File: src/oas_pkg.sv
// Package of constants and types for the operand address and stack unit
package oas_pkg;
	localparam int ADDR_W = 20;
	localparam logic [11:0] SPECIAL_BASE_HI = 12'hfff;
	localparam logic [3:0] NEAR_BANK = 4'hf;
	localparam logic [15:0] STACK_RESET = 16'h0000;
	localparam logic [3:0] STACK_BANK = 4'hf;
	localparam logic [7:0] ZERO_BYTE = 8'h00;

	typedef enum logic [3:0] {
		OAS_AM_SPECIAL,
		OAS_AM_IND_PAIR2,
		OAS_AM_IND_PAIR3,
		OAS_AM_PAIR2_BYTE,
		OAS_AM_PAIR3_BYTE,
		OAS_AM_STACK_BYTE,
		OAS_AM_WORD_IDXB,
		OAS_AM_WORD_IDXC,
		OAS_AM_WORD_PAIR1,
		OAS_AM_PAIR3_IDXB,
		OAS_AM_PAIR3_IDXC
	} oas_mode_e;

	typedef enum logic [2:0] {
		OAS_OP_NONE,
		OAS_OP_PUSH,
		OAS_OP_POP,
		OAS_OP_CALL,
		OAS_OP_RET,
		OAS_OP_INTSAVE,
		OAS_OP_INTRET
	} oas_op_e;
endpackage

File: src/oas_addr_if.sv
// Interface carrying one effective-address request and its result
`timescale 1ns/1ps
interface oas_addr_if;
	import oas_pkg::*;
	logic [3:0] mode;
	logic bank_prefix;
	logic wide;
	logic [7:0] imm8;
	logic [15:0] imm16;
	logic [15:0] pair1;
	logic [15:0] pair2;
	logic [15:0] pair3;
	logic [15:0] stack_ptr;
	logic [3:0] upper_bank_selector;
	logic [19:0] addr;
	logic addr_err;
	modport requester (output mode, bank_prefix, wide, imm8, imm16, pair1, pair2, pair3, stack_ptr,
		upper_bank_selector, input addr, addr_err);
	modport generator (input mode, bank_prefix, wide, imm8, imm16, pair1, pair2, pair3, stack_ptr,
		upper_bank_selector, output addr, addr_err);
endinterface

File: src/oas_addr_gen.sv
// Combinational effective-address generator for data operands
`timescale 1ns/1ps
module oas_addr_gen
	import oas_pkg::*;
(
	oas_addr_if.generator ag
);
	wire [15:0] idx_b = {8'h00, ag.pair1[15:8]};
	wire [15:0] idx_c = {8'h00, ag.pair1[7:0]};
	wire [15:0] off8 = {8'h00, ag.imm8};
	logic [15:0] low16;
	logic is_special;
	logic is_stack;
	always_comb begin
		low16 = 16'h0000;
		is_special = 1'b0;
		is_stack = 1'b0;
		case (ag.mode)
			OAS_AM_SPECIAL: begin
				low16 = {8'hff, ag.imm8};
				is_special = 1'b1;
			end
			OAS_AM_IND_PAIR2: low16 = ag.pair2;
			OAS_AM_IND_PAIR3: low16 = ag.pair3;
			OAS_AM_PAIR2_BYTE: low16 = ag.pair2 + off8;
			OAS_AM_PAIR3_BYTE: low16 = ag.pair3 + off8;
			OAS_AM_STACK_BYTE: begin
				low16 = ag.stack_ptr + off8;
				is_stack = 1'b1;
			end
			OAS_AM_WORD_IDXB: low16 = ag.imm16 + idx_b;
			OAS_AM_WORD_IDXC: low16 = ag.imm16 + idx_c;
			OAS_AM_WORD_PAIR1: low16 = ag.imm16 + ag.pair1;
			OAS_AM_PAIR3_IDXB: low16 = ag.pair3 + idx_b;
			OAS_AM_PAIR3_IDXC: low16 = ag.pair3 + idx_c;
			default: low16 = 16'h0000;
		endcase
	end
	wire use_bank = ag.bank_prefix && !is_special && !is_stack;
	assign ag.addr = {use_bank ? ag.upper_bank_selector : NEAR_BANK, low16};
	assign ag.addr_err = (is_special && ag.wide && ag.imm8[0]) || (ag.bank_prefix && (is_special || is_stack));
endmodule

File: src/oas_unit.sv
// Operand address and stack sequencing unit top level
`timescale 1ns/1ps
module oas_unit
	import oas_pkg::*;
(
	input wire logic core_clk,
	input wire logic sys_rst,
	input wire logic addr_req,
	input wire logic [3:0] addr_mode,
	input wire logic addr_bank_prefix,
	input wire logic addr_wide,
	input wire logic [7:0] imm8,
	input wire logic [15:0] imm16,
	input wire logic [15:0] pointer_pair_one,
	input wire logic [15:0] pointer_pair_two,
	input wire logic [15:0] pointer_pair_three,
	input wire logic [3:0] upper_bank_selector,
	input wire logic stk_req,
	input wire logic [2:0] stk_op,
	input wire logic stk_flags_sel,
	input wire logic [15:0] stk_push_data,
	input wire logic [7:0] processor_flags_word,
	input wire logic [19:0] next_instruction_ptr,
	input wire logic sp_load,
	input wire logic [15:0] sp_load_value,
	input wire logic [7:0] mem_rdata,
	output logic [19:0] data_addr,
	output logic data_addr_valid,
	output logic data_addr_err,
	output logic [19:0] mem_addr,
	output logic mem_we,
	output logic mem_re,
	output logic [7:0] mem_wdata,
	output logic [15:0] stack_ptr,
	output logic stk_busy,
	output logic stk_done,
	output logic [15:0] pop_data,
	output logic [19:0] restored_instruction_ptr,
	output logic [7:0] restored_flags
);
	////////////////////////////////////////////////////////////////
	// Address generation
	logic [15:0] stack_ptr_reg;
	oas_addr_if ag ();
	assign ag.mode = addr_mode;
	assign ag.bank_prefix = addr_bank_prefix;
	assign ag.wide = addr_wide;
	assign ag.imm8 = imm8;
	assign ag.imm16 = imm16;
	assign ag.pair1 = pointer_pair_one;
	assign ag.pair2 = pointer_pair_two;
	assign ag.pair3 = pointer_pair_three;
	assign ag.stack_ptr = stack_ptr_reg;
	assign ag.upper_bank_selector = upper_bank_selector;
	oas_addr_gen u_gen (
		.ag(ag)
	);

	logic [19:0] data_addr_reg;
	logic data_addr_valid_reg;
	logic data_addr_err_reg;
	always_ff @(posedge core_clk or posedge sys_rst) begin
		if (sys_rst) begin
			data_addr_reg <= 20'h0_0000;
			data_addr_valid_reg <= 1'b0;
			data_addr_err_reg <= 1'b0;
		end else begin
			data_addr_reg <= ag.addr;
			data_addr_valid_reg <= addr_req;
			data_addr_err_reg <= addr_req && ag.addr_err;
		end
	end
	assign data_addr = data_addr_reg;
	assign data_addr_valid = data_addr_valid_reg;
	assign data_addr_err = data_addr_err_reg;

	////////////////////////////////////////////////////////////////
	// Stack sequencer
	typedef enum logic [1:0] {OAS_ST_IDLE, OAS_ST_RUN, OAS_ST_DONE} oas_state_e;
	oas_state_e state_reg, state_next;
	oas_op_e op_reg;
	logic flags_reg;
	logic [1:0] step_reg;
	logic [15:0] push_data_reg;
	logic [7:0] save_flags_reg;
	logic [19:0] save_ip_reg;
	logic [15:0] pop_data_reg;
	logic [19:0] rest_ip_reg;
	logic [7:0] rest_flags_reg;
	logic [1:0] rd_step_reg;
	logic [19:0] mem_addr_reg;
	logic mem_we_reg;
	logic mem_re_reg;
	logic [7:0] mem_wdata_reg;

	wire op_ok = stk_req && (state_reg == OAS_ST_IDLE) && (stk_op != OAS_OP_NONE);
	wire is_push = (op_reg == OAS_OP_PUSH);
	wire is_pop = (op_reg == OAS_OP_POP);
	wire is_write = (op_reg == OAS_OP_PUSH) || (op_reg == OAS_OP_CALL) || (op_reg == OAS_OP_INTSAVE);
	wire [1:0] last_step = (is_push || is_pop) ? 2'd1 : 2'd3;
	wire last = (step_reg == last_step);

	wire [15:0] wr_off = stack_ptr_reg - 16'(step_reg) - 16'd1;
	wire [15:0] rd_off = stack_ptr_reg + 16'(step_reg);

	logic [7:0] wr_byte;
	always_comb begin
		wr_byte = ZERO_BYTE;
		case (op_reg)
			OAS_OP_PUSH: begin
				if (flags_reg) begin
					wr_byte = (step_reg == 2'd0) ? save_flags_reg : ZERO_BYTE;
				end else begin
					wr_byte = (step_reg == 2'd0) ? push_data_reg[15:8] : push_data_reg[7:0];
				end
			end
			OAS_OP_CALL: begin
				case (step_reg)
					2'd0: wr_byte = ZERO_BYTE;
					2'd1: wr_byte = {4'h0, save_ip_reg[19:16]};
					2'd2: wr_byte = save_ip_reg[15:8];
					default: wr_byte = save_ip_reg[7:0];
				endcase
			end
			OAS_OP_INTSAVE: begin
				case (step_reg)
					2'd0: wr_byte = save_flags_reg;
					2'd1: wr_byte = {4'h0, save_ip_reg[19:16]};
					2'd2: wr_byte = save_ip_reg[15:8];
					default: wr_byte = save_ip_reg[7:0];
				endcase
			end
			default: wr_byte = ZERO_BYTE;
		endcase
	end

	always_comb begin
		state_next = state_reg;
		case (state_reg)
			OAS_ST_IDLE: begin
				if (op_ok) begin
					state_next = OAS_ST_RUN;
				end
			end
			OAS_ST_RUN: begin
				if (last) begin
					state_next = OAS_ST_DONE;
				end
			end
			default: state_next = OAS_ST_IDLE;
		endcase
	end

	wire [15:0] sp_delta = (is_push || is_pop) ? 16'd2 : 16'd4;
	wire [15:0] sp_final = is_write ? (stack_ptr_reg - sp_delta) : (stack_ptr_reg + sp_delta);

	always_ff @(posedge core_clk or posedge sys_rst) begin
		if (sys_rst) begin
			state_reg <= OAS_ST_IDLE;
			op_reg <= OAS_OP_NONE;
			flags_reg <= 1'b0;
			step_reg <= 2'd0;
			push_data_reg <= 16'h0000;
			save_flags_reg <= ZERO_BYTE;
			save_ip_reg <= 20'h0_0000;
		end else begin
			state_reg <= state_next;
			if (op_ok) begin
				op_reg <= oas_op_e'(stk_op);
				flags_reg <= stk_flags_sel;
				step_reg <= 2'd0;
				push_data_reg <= stk_push_data;
				save_flags_reg <= processor_flags_word;
				save_ip_reg <= next_instruction_ptr;
			end else if (state_reg == OAS_ST_RUN) begin
				step_reg <= step_reg + 2'd1;
			end
		end
	end

	always_ff @(posedge core_clk or posedge sys_rst) begin
		if (sys_rst) begin
			stack_ptr_reg <= STACK_RESET;
		end else if (state_reg == OAS_ST_RUN && last) begin
			stack_ptr_reg <= sp_final;
		end else if (sp_load && state_reg == OAS_ST_IDLE) begin
			stack_ptr_reg <= sp_load_value;
		end
	end

	wire run = (state_reg == OAS_ST_RUN);
	always_ff @(posedge core_clk or posedge sys_rst) begin
		if (sys_rst) begin
			mem_addr_reg <= 20'h0_0000;
			mem_we_reg <= 1'b0;
			mem_re_reg <= 1'b0;
			mem_wdata_reg <= ZERO_BYTE;
			rd_step_reg <= 2'd0;
		end else begin
			mem_addr_reg <= {STACK_BANK, is_write ? wr_off : rd_off};
			mem_we_reg <= run && is_write;
			mem_re_reg <= run && !is_write;
			mem_wdata_reg <= wr_byte;
			rd_step_reg <= step_reg;
		end
	end

	// Read data is captured in the same cycle as the strobe
	always_ff @(posedge core_clk or posedge sys_rst) begin
		if (sys_rst) begin
			pop_data_reg <= 16'h0000;
			rest_ip_reg <= 20'h0_0000;
			rest_flags_reg <= ZERO_BYTE;
		end else if (mem_re_reg) begin
			if (op_reg == OAS_OP_POP) begin
				if (rd_step_reg == 2'd0) begin
					pop_data_reg[7:0] <= mem_rdata;
				end else begin
					pop_data_reg[15:8] <= mem_rdata;
					if (flags_reg) begin
						rest_flags_reg <= mem_rdata;
					end
				end
			end else begin
				case (rd_step_reg)
					2'd0: rest_ip_reg[7:0] <= mem_rdata;
					2'd1: rest_ip_reg[15:8] <= mem_rdata;
					2'd2: rest_ip_reg[19:16] <= mem_rdata[3:0];
					default: begin
						if (op_reg == OAS_OP_INTRET) begin
							rest_flags_reg <= mem_rdata;
						end
					end
				endcase
			end
		end
	end

	logic done_reg;
	always_ff @(posedge core_clk or posedge sys_rst) begin
		if (sys_rst) begin
			done_reg <= 1'b0;
		end else begin
			done_reg <= (state_reg == OAS_ST_DONE);
		end
	end

	logic busy_reg;
	always_ff @(posedge core_clk or posedge sys_rst) begin
		if (sys_rst) begin
			busy_reg <= 1'b0;
		end else begin
			busy_reg <= (state_next != OAS_ST_IDLE);
		end
	end

	assign mem_addr = mem_addr_reg;
	assign mem_we = mem_we_reg;
	assign mem_re = mem_re_reg;
	assign mem_wdata = mem_wdata_reg;
	assign stack_ptr = stack_ptr_reg;
	assign stk_busy = busy_reg;
	assign stk_done = done_reg;
	assign pop_data = pop_data_reg;
	assign restored_instruction_ptr = rest_ip_reg;
	assign restored_flags = rest_flags_reg;
endmodule

File: config.mk
export PLATFORM = sky130hd
export DESIGN_NAME = oas_unit
export DESIGN_NICKNAME = d
export VERILOG_FILES = /design/src/oas_pkg.sv /design/src/oas_addr_if.sv /design/src/oas_addr_gen.sv /design/src/oas_unit.sv
export SDC_FILE = /design/constraint.sdc
export NUM_CORES = 1
export LEC_CHECK = 0
export BUFFER_PORTS_ARGS = -buffer_cell sky130_fd_sc_hd__buf_4
export CAP_MARGIN = 20
export CELL_PAD_IN_SITES_DETAIL_PLACEMENT = 0
export CELL_PAD_IN_SITES_GLOBAL_PLACEMENT = 2
export CORE_UTILIZATION = 29
export DETAILED_ROUTE_END_ITERATION = 8
export GPL_TIMING_DRIVEN = 0
export PLACE_DENSITY_LB_ADDON = 0.1
export SYNTH_ARGS = -nofsm -noshare
export SYNTH_HDL_FRONTEND = slang
export SYNTH_HIERARCHICAL = 1
export SYNTH_SLANG_ARGS = --single-unit
File: constraint.sdc
create_clock -name core_clk -period 4.8 [get_ports core_clk]
set_input_delay 0.72 -clock core_clk [delete_from_list [all_inputs] [get_ports core_clk]]
set_output_delay 0.72 -clock core_clk [all_outputs]
set_load 0.02 [all_outputs]
Yosys cells after proc, flatten, opt, wreduce, memory -nomap -nowiden
Cells that the tools add are included.
{"block": "classes", "addsub": 14, "n_eq_ne": 25, "muxes": 26, "bitwise": 2, "reduce_logical": 36}
{"cell": "16-bit one-hot mux with 11 select lines", "count": 1}
{"cell": "16-bit by 8-bit adder with 16-bit output", "count": 7}
{"cell": "8-bit one-hot mux with 3 select lines", "count": 3}
{"cell": "16-bit two-way mux", "count": 4}
{"cell": "8-bit two-way mux", "count": 8}
{"cell": "16-bit adder", "count": 1}
{"cell": "16-bit by 2-bit adder with 16-bit output", "count": 1}
{"cell": "16-bit by 3-bit adder with 16-bit output", "count": 1}
{"cell": "4-bit by 3-bit == test with 1-bit output, second input constant", "count": 4}
{"cell": "16-bit by 1-bit subtractor with 16-bit output, second input constant", "count": 1}
{"cell": "16-bit by 2-bit subtractor with 16-bit output", "count": 1}
{"cell": "16-bit by 3-bit subtractor with 16-bit output", "count": 1}
{"cell": "3-bit AND reduction", "count": 5}
{"cell": "4-bit == test, second input constant", "count": 3}
{"cell": "1-bit logical AND", "count": 12}
{"cell": "2-bit two-way mux", "count": 5}
{"cell": "4-bit by 2-bit == test with 1-bit output, second input constant", "count": 2}
{"cell": "2-bit nonzero test", "count": 4}
{"cell": "2-bit by 1-bit == test with 1-bit output, second input constant", "count": 3}
{"cell": "2-bit == test, second input constant", "count": 3}
{"cell": "3-bit by 2-bit == test with 1-bit output, second input constant", "count": 2}
{"cell": "3-bit == test, second input constant", "count": 2}
{"cell": "2-bit logical NOT", "count": 3}
{"cell": "1-bit logical OR", "count": 5}
{"cell": "16 further kinds", "count": 21}
{"block": "totals", "regBits": 165, "in_bits": 159}

Depth between registers and ports, before layout
Gate-level depths: netlist (run 1).
{"block": "logic_depth", "word_depth": 7, "depth_mapped": 17}

Modules after synthesis
Netlist (run 1), hierarchy kept.
{"module": "oas_unit", "instances": 1, "cells_each": 693, "area_per_inst_um2": 7508.5, "seq_area_each_um2": 4129.0}
{"module": "oas_addr_gen", "instances": 1, "cells_each": 591, "area_per_inst_um2": 3918.8, "seq_area_each_um2": 0.0}

Least setup slack after synthesis (run 1)
OpenSTA, ideal clock, no wires.
{"block": "synth_path", "path_type": "in2reg", "from": "in addr_mode[1]", "to": "reg data_addr_reg[15], in the netlist data_addr[15]", "setup_ns": 0.124, "arrival_ns": 4.026, "required_time_ns": 4.676, "slack_ns": 0.650, "stages": 13, "n_path_buf": 3, "path_cell_list": "clkbuf_1 > and4bb_1 > buf_1 > buf_2 > mux2_2 > ha_1 > o21ai_0 > o21a_1 > o31ai_1 > nand4_1 > xnor2_1 > nor2_1 > a211o_1"}
{"block": "synth_between", "elab_chain_len": 2, "elab_cells_between_ends": 12, "classes_between": "eq/ne (10); mux (1); reduce/logical (1)"}
{"element": "from (decl)", "line_no": "oas_unit.sv:9", "source": "input wire logic [3:0] addr_mode,"}
{"element": "4-bit == test, or another cell as far along", "line_no": "oas_addr_gen.sv:18", "source": "case (ag.mode)"}
{"element": "16-bit one-hot mux with 11 select lines (*)", "line_no": "oas_addr_gen.sv:18"}
{"element": "via ag.addr[15]", "line_no": "oas_addr_if.sv:15", "source": "logic [19:0] addr;"}
{"element": "to (signal assigned)", "line_no": "oas_unit.sv:68", "source": "data_addr_reg <= ag.addr;"}
{"element": "to (decl)", "line_no": "oas_unit.sv:59", "source": "logic [19:0] data_addr_reg;"}
The timed path passes the listed nets; every way through them passes the cells marked *.
A chain may end at the register's enable or synchronous reset.

Worst setup path in the final report (run 1)
{"block": "layout_path", "from": "in addr_mode[2]", "to": "reg data_addr_reg[10], in the netlist data_addr[10]"}
The elaborated chain is that of the path after synthesis.

==> results of run 1 <==
power breakdown:
group          internal [mW]  total (mW)  switching, mW
combinational           1.88        4.42           2.54
sequential              2.00        2.51          0.514
clock                  0.780        1.43          0.653
critical path: stages:
cell and delay [ps]:
buf_4 140, nor4bb_1 330, clkbuf_1 370, clkbuf_2 320
buf_2 300, nand2_1 80, nand2_1 70, ha_1 190
inv_1 70, fa_1 390, nand2b_1 200, a21oi_1 320
o31ai_1 230, a21oi_1 300, xor2_1 120, a221oi_1 400
o211ai_1 190
through the flow:
stage	cells	hold slack, ps	util
after CTS	2105	364	0.381
after global routing	2105	368	0.382
after detailed placement	2073	462	0.366
after floorplan	1284	438	-
after global placement	2069	460	0.364
final	2105	374	0.382
cells in the mapped netlist (5+ instances only):
master	number	area share
ha_1	64	0.070
o22ai_1	13	0.0071
nand3b_1	8	0.0053
xnor2_1	49	0.038
dfrtp_1	165	0.36
a222oi_1	6	0.0053
nor3_1	30	0.013
xor2_1	35	0.027
nor2_1	92	0.030
o31ai_1	7	0.0046
a21o_1	18	0.012
inv_1	31	0.010
and2_1	6	0.0033
a31o_2	7	0.0054
nand2_1	247	0.081
buf_1	9	0.0030
a221o_1	7	0.0061
nand2b_1	8	0.0044
mux2i_1	36	0.032
clkbuf_1	42	0.014
o21ai_1	7	0.0031
or2_2	7	0.0038
o21a_1	9	0.0059
a21oi_1	63	0.028
and3_1	9	0.0049
a22o_1	5	0.0038
a31oi_1	12	0.0066
o211ai_1	10	0.0066
nand3_1	17	0.0074
fa_1	6	0.011
a211oi_1	7	0.0046
a221oi_1	9	0.0069
o21ai_0	46	0.020
a22oi_1	16	0.011
nor2b_1	16	0.0088
nor4_1	6	0.0033
buf_2	6	0.0026
nand4_1	11	0.0060
mux2_2	64	0.063
layer usage:
metal  GRT usage  vias up  part of all wire
li1            -     5170                 -
met5           0        -                 0
met4      0.0485        0             0.012
met3      0.0344       27             0.039
met1       0.261     5087              0.43
met2       0.387      273              0.51
cells by family (layout without fill, tap and decap cells):
logic type | Yosys count | after routing | share of synthesized area
AND/OR/NAND/NOR | 482 | 482 | 0.191
AO/OA/AOI/OAI | 284 | 284 | 0.171
flip-flops | 165 | 165 | 0.361
multiplexers | 100 | 100 | 0.0946
buffers and inverters | 98 | 401 | 0.0362
XOR/XNOR | 84 | 84 | 0.0644
adder cells (fa/ha/maj) | 70 | 70 | 0.0806
other | 1 | 1 | 0.000328
area by class of cell:
class	instances	share of cell area
multi-input cells	1021	0.467
inverters	33	0.00863
clock buffers	17	0.0288
repair buffers	271	0.141
clock inverters	15	0.0114
plain buffers	65	0.0199
well taps	518	0.0438
flip-flops and latches	165	0.279
worst paths after layout:
| kind | cells past startpoint | start | slack (ps) | end |
|---|---|---|---|---|
| setup / recovery | 17 | addr_mode[2] | 320 | data_addr[10]$_DFF_PP0_ |
| hold / removal | 2 | sys_rst | 370 | stack_ptr[2]$_DFFE_PP0P_ |
| setup reg to reg | 12 | op_reg[1]$_DFFE_PP0P_ | 1370 | stack_ptr[15]$_DFFE_PP0P_ |
| hold reg to reg | 2 | push_data_reg[11]$_DFFE_PP0P_ | 480 | push_data_reg[11]$_DFFE_PP0P_ |
| max in group asynchronous | 4 | sys_rst | 3540 | save_flags_reg[6]$_DFFE_PP0P_ |
| min in group core_clk | 1 | addr_req | 390 | data_addr_valid$_DFF_PP0_ |
==> flow_summary.toml, run 1 <==
[min_path]
hold_class = "in2async"

[global_route]
grt_pass1_vias = 10700
grt_first_pass_wirelength_mm = 65.1
grt_overflow = 0
grt_max_degree = 41
track_usage = 0.213
antenna_found_initial = 0

[clocking]
cts_tree = "done"
cts_hold_buf = 0
htree_levels = 4
cts_resized = 2
clk_pin_slew_worst_paths_ps = 70
insertion_delay_ps = 450
cts_buffer_depth = 2
post_cts_buffers = 0
cts_made_buffers = 17
clock_sinks = 165
root_buffer = "clkbuf_16"

[floorplan]
die_y_um = 201
dieArea_um2 = 40200
start_util = 0.295
ios = 273
core_um2 = 38700
rows = 72
die_x_um = 201

[final_layout]
area_growth_syn_to_layout_pct = 29.4
most-common-layout-cells = "buf_4 (271), nand2_1 (247), dfrtp_1 (165), nor2_1 (92)"
n_fill_cell = 4089
multi_input_area_um2 = 6900
final_common_cell = "buf_4"
seqCellArea_um2 = 4130
drive_above_1_share = 0.260
stdcell_area_um2 = 14800
num_antenna_cells = 0
nets = 1803

[critical_path]
path_class = "in2reg"
worst_ep_arrival_time_ps = 4760
critPathLaunchType = "input pin"
crit_fanout = 10
crit_required_ps = 5080
end_kind = "flop"

[routing]
wire_per_inst_um = 20.3
vias = 10600
drc = 0
vias_per_cell = 5.02
drtIter0Drc = 598
finalWirelength_mm = 42.7
ant_nets = 0
firstDrtPassIters = 5

[logic_synthesis]
yosys.cell_types.count = 80
ys_warn_count = 6
async_flop_share = 1.00
synthCells = 1284
syn_area_um2 = 11400
postSynthAreaPerCell_um2 = 8.90
synthFlopType = "dfrtp_1"
synth_edf_count = 0
syn_nets = 1513
yosysSeqAreaShare = 0.361
ys_ff_latch = 165

[timing]
maxSlewViolCount = 0
min_period_over_period = 0.933
setup_tns_ps = 0
finalWorstSetupSlack_ps = 321
post-route-min-period_ps = 4480
slew_headroom = 0.289
tightest_slew_ps = 1070
finClkSkew_ps = 14.1
rsz0062_at_grt = "false"
max_freq_ghz = 0.223
setup_viol_count_final = 0
hold_viol = 0

[placement]
hpwlAfterDp_mm = 34.2
placed_cell_area_um2 = 14200
gp_congestion = 0.825
dp_slack_ps = -801
portBuffers = 267

[pwr]
p_leak_nw = 6.81
ir_drop_mv = 0.235
power_density_nw_per_um2 = 566
total_power_mw = 8.37

[outcome]
status = "completed"

[flow_run]
maxCapViolations = 0
Note: power is estimated with default switching activity, not from simulation.
==> inputs of run 2 (changes only) <==
--- a/config.mk
+++ b/config.mk
@@ -15,5 +15,4 @@
 export PLACE_DENSITY_LB_ADDON = 0.1
 export SYNTH_ARGS = -nofsm -noshare
 export SYNTH_HDL_FRONTEND = slang
-export SYNTH_HIERARCHICAL = 1
 export SYNTH_SLANG_ARGS = --single-unit
==> flow_summary.toml, run 2 <==
[logic_synthesis]
synthFlopType = "dfrtp_1"
syn_nets = 1506
synth_top_family_by_area = "simple AND/OR/NAND/NOR gates"
synth.top_cells.by_count = "nand2_1 (267), dfrtp_1 (165), a21oi_1 (83)"
postSynthAreaPerCell_um2 = 8.77
synth.area.top_cells = "dfrtp_1 (37%), nand2_1 (8.9%), ha_1 (6.9%), mux2_2 (5.8%), xnor2_1 (4.1%)"
async_flop_share = 1.00
syn_area_um2 = 11200
synth_compound_area_frac = 0.160
synth_edf_count = 0
yosys.area_share.simple = 0.200
synthCells = 1279
ys_ff_latch = 165
synth_mux_area_frac = 0.0890
synth.most_common_cell = "nand2_1"
ys_warn_count = 0
yosysSeqAreaShare = 0.368
yosys.cell_types.count = 73
yosysTopAreaCellShare = 0.368
synth_top_cell_by_area = "dfrtp_1"
synth_xor_area_frac = 0.0640
synth_fa_ha_area_frac = 0.0799

[final_layout]
num_antenna_cells = 0
area_growth_syn_to_layout_pct = 30.3
nets = 1795
n_fill_cell = 3956
most-common-layout-cells = "buf_4 (274), nand2_1 (267), dfrtp_1 (165), a21oi_1 (82), nor2_1 (80)"
multi_input_area_um2 = 6680
seqCellArea_um2 = 4130
drive_above_1_share = 0.254
final_common_cell = "buf_4"
stdcell_area_um2 = 14600
stdcell_count = 2092

[clocking]
cts_tree = "done"
cts_hold_buf = 0
cts_buffer_depth = 2
clk_pin_slew_worst_paths_ps = 80
root_buffer = "clkbuf_16"
cts_made_buffers = 17
htree_levels = 4
insertion_delay_ps = 460
clock_sinks = 165

[critical_path]
crit_required_ps = 5110
r2r_setup_slack_ps = 550
reg2reg_from = "op_reg[2]$_DFFE_PP0P_"
critPathLaunchType = "input pin"
crit_fanout = 19
worst_ep_arrival_time_ps = 4650
r2r.worst_path.cells = 14
r2r_end = "stack_ptr[15]$_DFFE_PP0P_"
end_kind = "flop"
path_class = "in2reg"

[timing]
maxSlewViolCount = 0
post-route-min-period_ps = 4340
hold_viol = 0
rsz0062_at_grt = "false"
max_freq_ghz = 0.231
finClkSkew_ps = 18.1
min_period_over_period = 0.903
finalWorstSetupSlack_ps = 465
slew_headroom = 0.404
setup_viol_count_final = 0
setup_tns_ps = 0
tightest_slew_ps = 888

[global_route]
antenna_found_initial = 0
track_usage = 0.210
grt_first_pass_wirelength_mm = 61.6
grt_max_degree = 41
grt_pass1_vias = 10200
grt_overflow = 0

[placement]
portBuffers = 269
dp_slack_ps = -870
placed_cell_area_um2 = 14000
gp_congestion = 0.838
dpl.cell_count = 2063
hpwlAfterDp_mm = 32.8

[floorplan]
start_util = 0.296
ios = 273
dieArea_um2 = 39500
core_um2 = 37800
rows = 71
die_x_um = 199
die_y_um = 199

[routing]
finalWirelength_mm = 41.1
wire_per_inst_um = 19.6
drc = 0
ant_nets = 0
drtIter0Drc = 562
firstDrtPassIters = 5
vias_per_cell = 4.91
vias = 10300

[outcome]
status = "completed"

[pwr]
ir_drop_mv = 0.238
power_density_nw_per_um2 = 571
total_power_mw = 8.34
p_leak_nw = 6.76

[flow_run]
maxCapViolations = 0

[min_path]
hold_class = "in2async"
[run 2: metal layers]
metal	up-vias	share of wire	track usage
met2	263	0.47	0.346
met4	0	0.016	0.0601
met3	30	0.045	0.0297
li1	5062	-	-
met5	-	0	0
met1	4909	0.47	0.285
[run 2: final cells by class]
cell class                 instances  share of cell area
timing repair buffer             273               0.144
tap                              511              0.0438
clock buffer                      19              0.0310
buffer                            59              0.0192
clock inverter                    13              0.0128
sequential                       165               0.283
inverter                          37              0.0100
multi-input combinational       1015               0.457
[run 2: worst max path at each step]
| stage | startpoint | to | slack (ps) |
|---|---|---|---|
| 6_report | addr_mode[0] | data_addr[12]$_DFF_PP0_ | 460 |
| 5_1_grt | addr_mode[0] | data_addr[12]$_DFF_PP0_ | 60 |
| 4_1_cts | addr_mode[2] | data_addr[12]$_DFF_PP0_ | 130 |
| 3_5_place_dp | addr_mode[0] | data_addr[12]$_DFF_PP0_ | -870 |
| 3_3_place_gp | addr_mode[0] | data_addr[12]$_DFF_PP0_ | -900 |
| 2_1_floorplan | addr_mode[0] | data_addr[12]$_DFF_PP0_ | 460 |
[run 2: cells by family (layout without fill, tap and decap cells)]
| kind of cell | count (synthesis) | count (layout) |
|---|---|---|
| AND/OR/NAND/NOR | 498 | 498 |
| AO/OA/AOI/OAI | 274 | 274 |
| flip-flops | 165 | 165 |
| buffers and inverters | 99 | 401 |
| multiplexers | 92 | 92 |
| XOR/XNOR | 82 | 82 |
| adder cells (fa/ha/maj) | 68 | 68 |
| other | 1 | 1 |
[run 2: power by group]
group | internal [mW] | switching, mW
Sequential | 2.01 | 0.453
Combinational | 1.85 | 2.51
Clock | 0.865 | 0.654
Total | 4.73 | 3.61
[run 2: critical path, cell delays in order]
cell and delay, ps:
buf_6 120, buf_2 330, buf_2 310, clkbuf_4 310, mux2i_1 100, a21oi_1 170
ha_1 190, inv_1 60, fa_1 420, nor2b_1 120, o21ai_0 100, a21boi_0 190
o21ai_0 160, a21oi_2 280, and3b_1 250, xnor2_1 100, a2111oi_1 530, nand4_1 170
[run 2: repair_timing]
| action | 4_1_cts | 5_1_grt |
|---|---|---|
| buffers inserted | 0 | 0 |
| setup endpoints to repair | 2 | 4 |
| resized for setup | 2 | 8 |
[run 2: per-stage QoR]
stage	util	hold WS (ps)
final	0.386	326
after global routing	0.386	361
after CTS	0.386	327
after detailed placement	0.369	459
after global placement	0.367	457
after floorplan	-	427
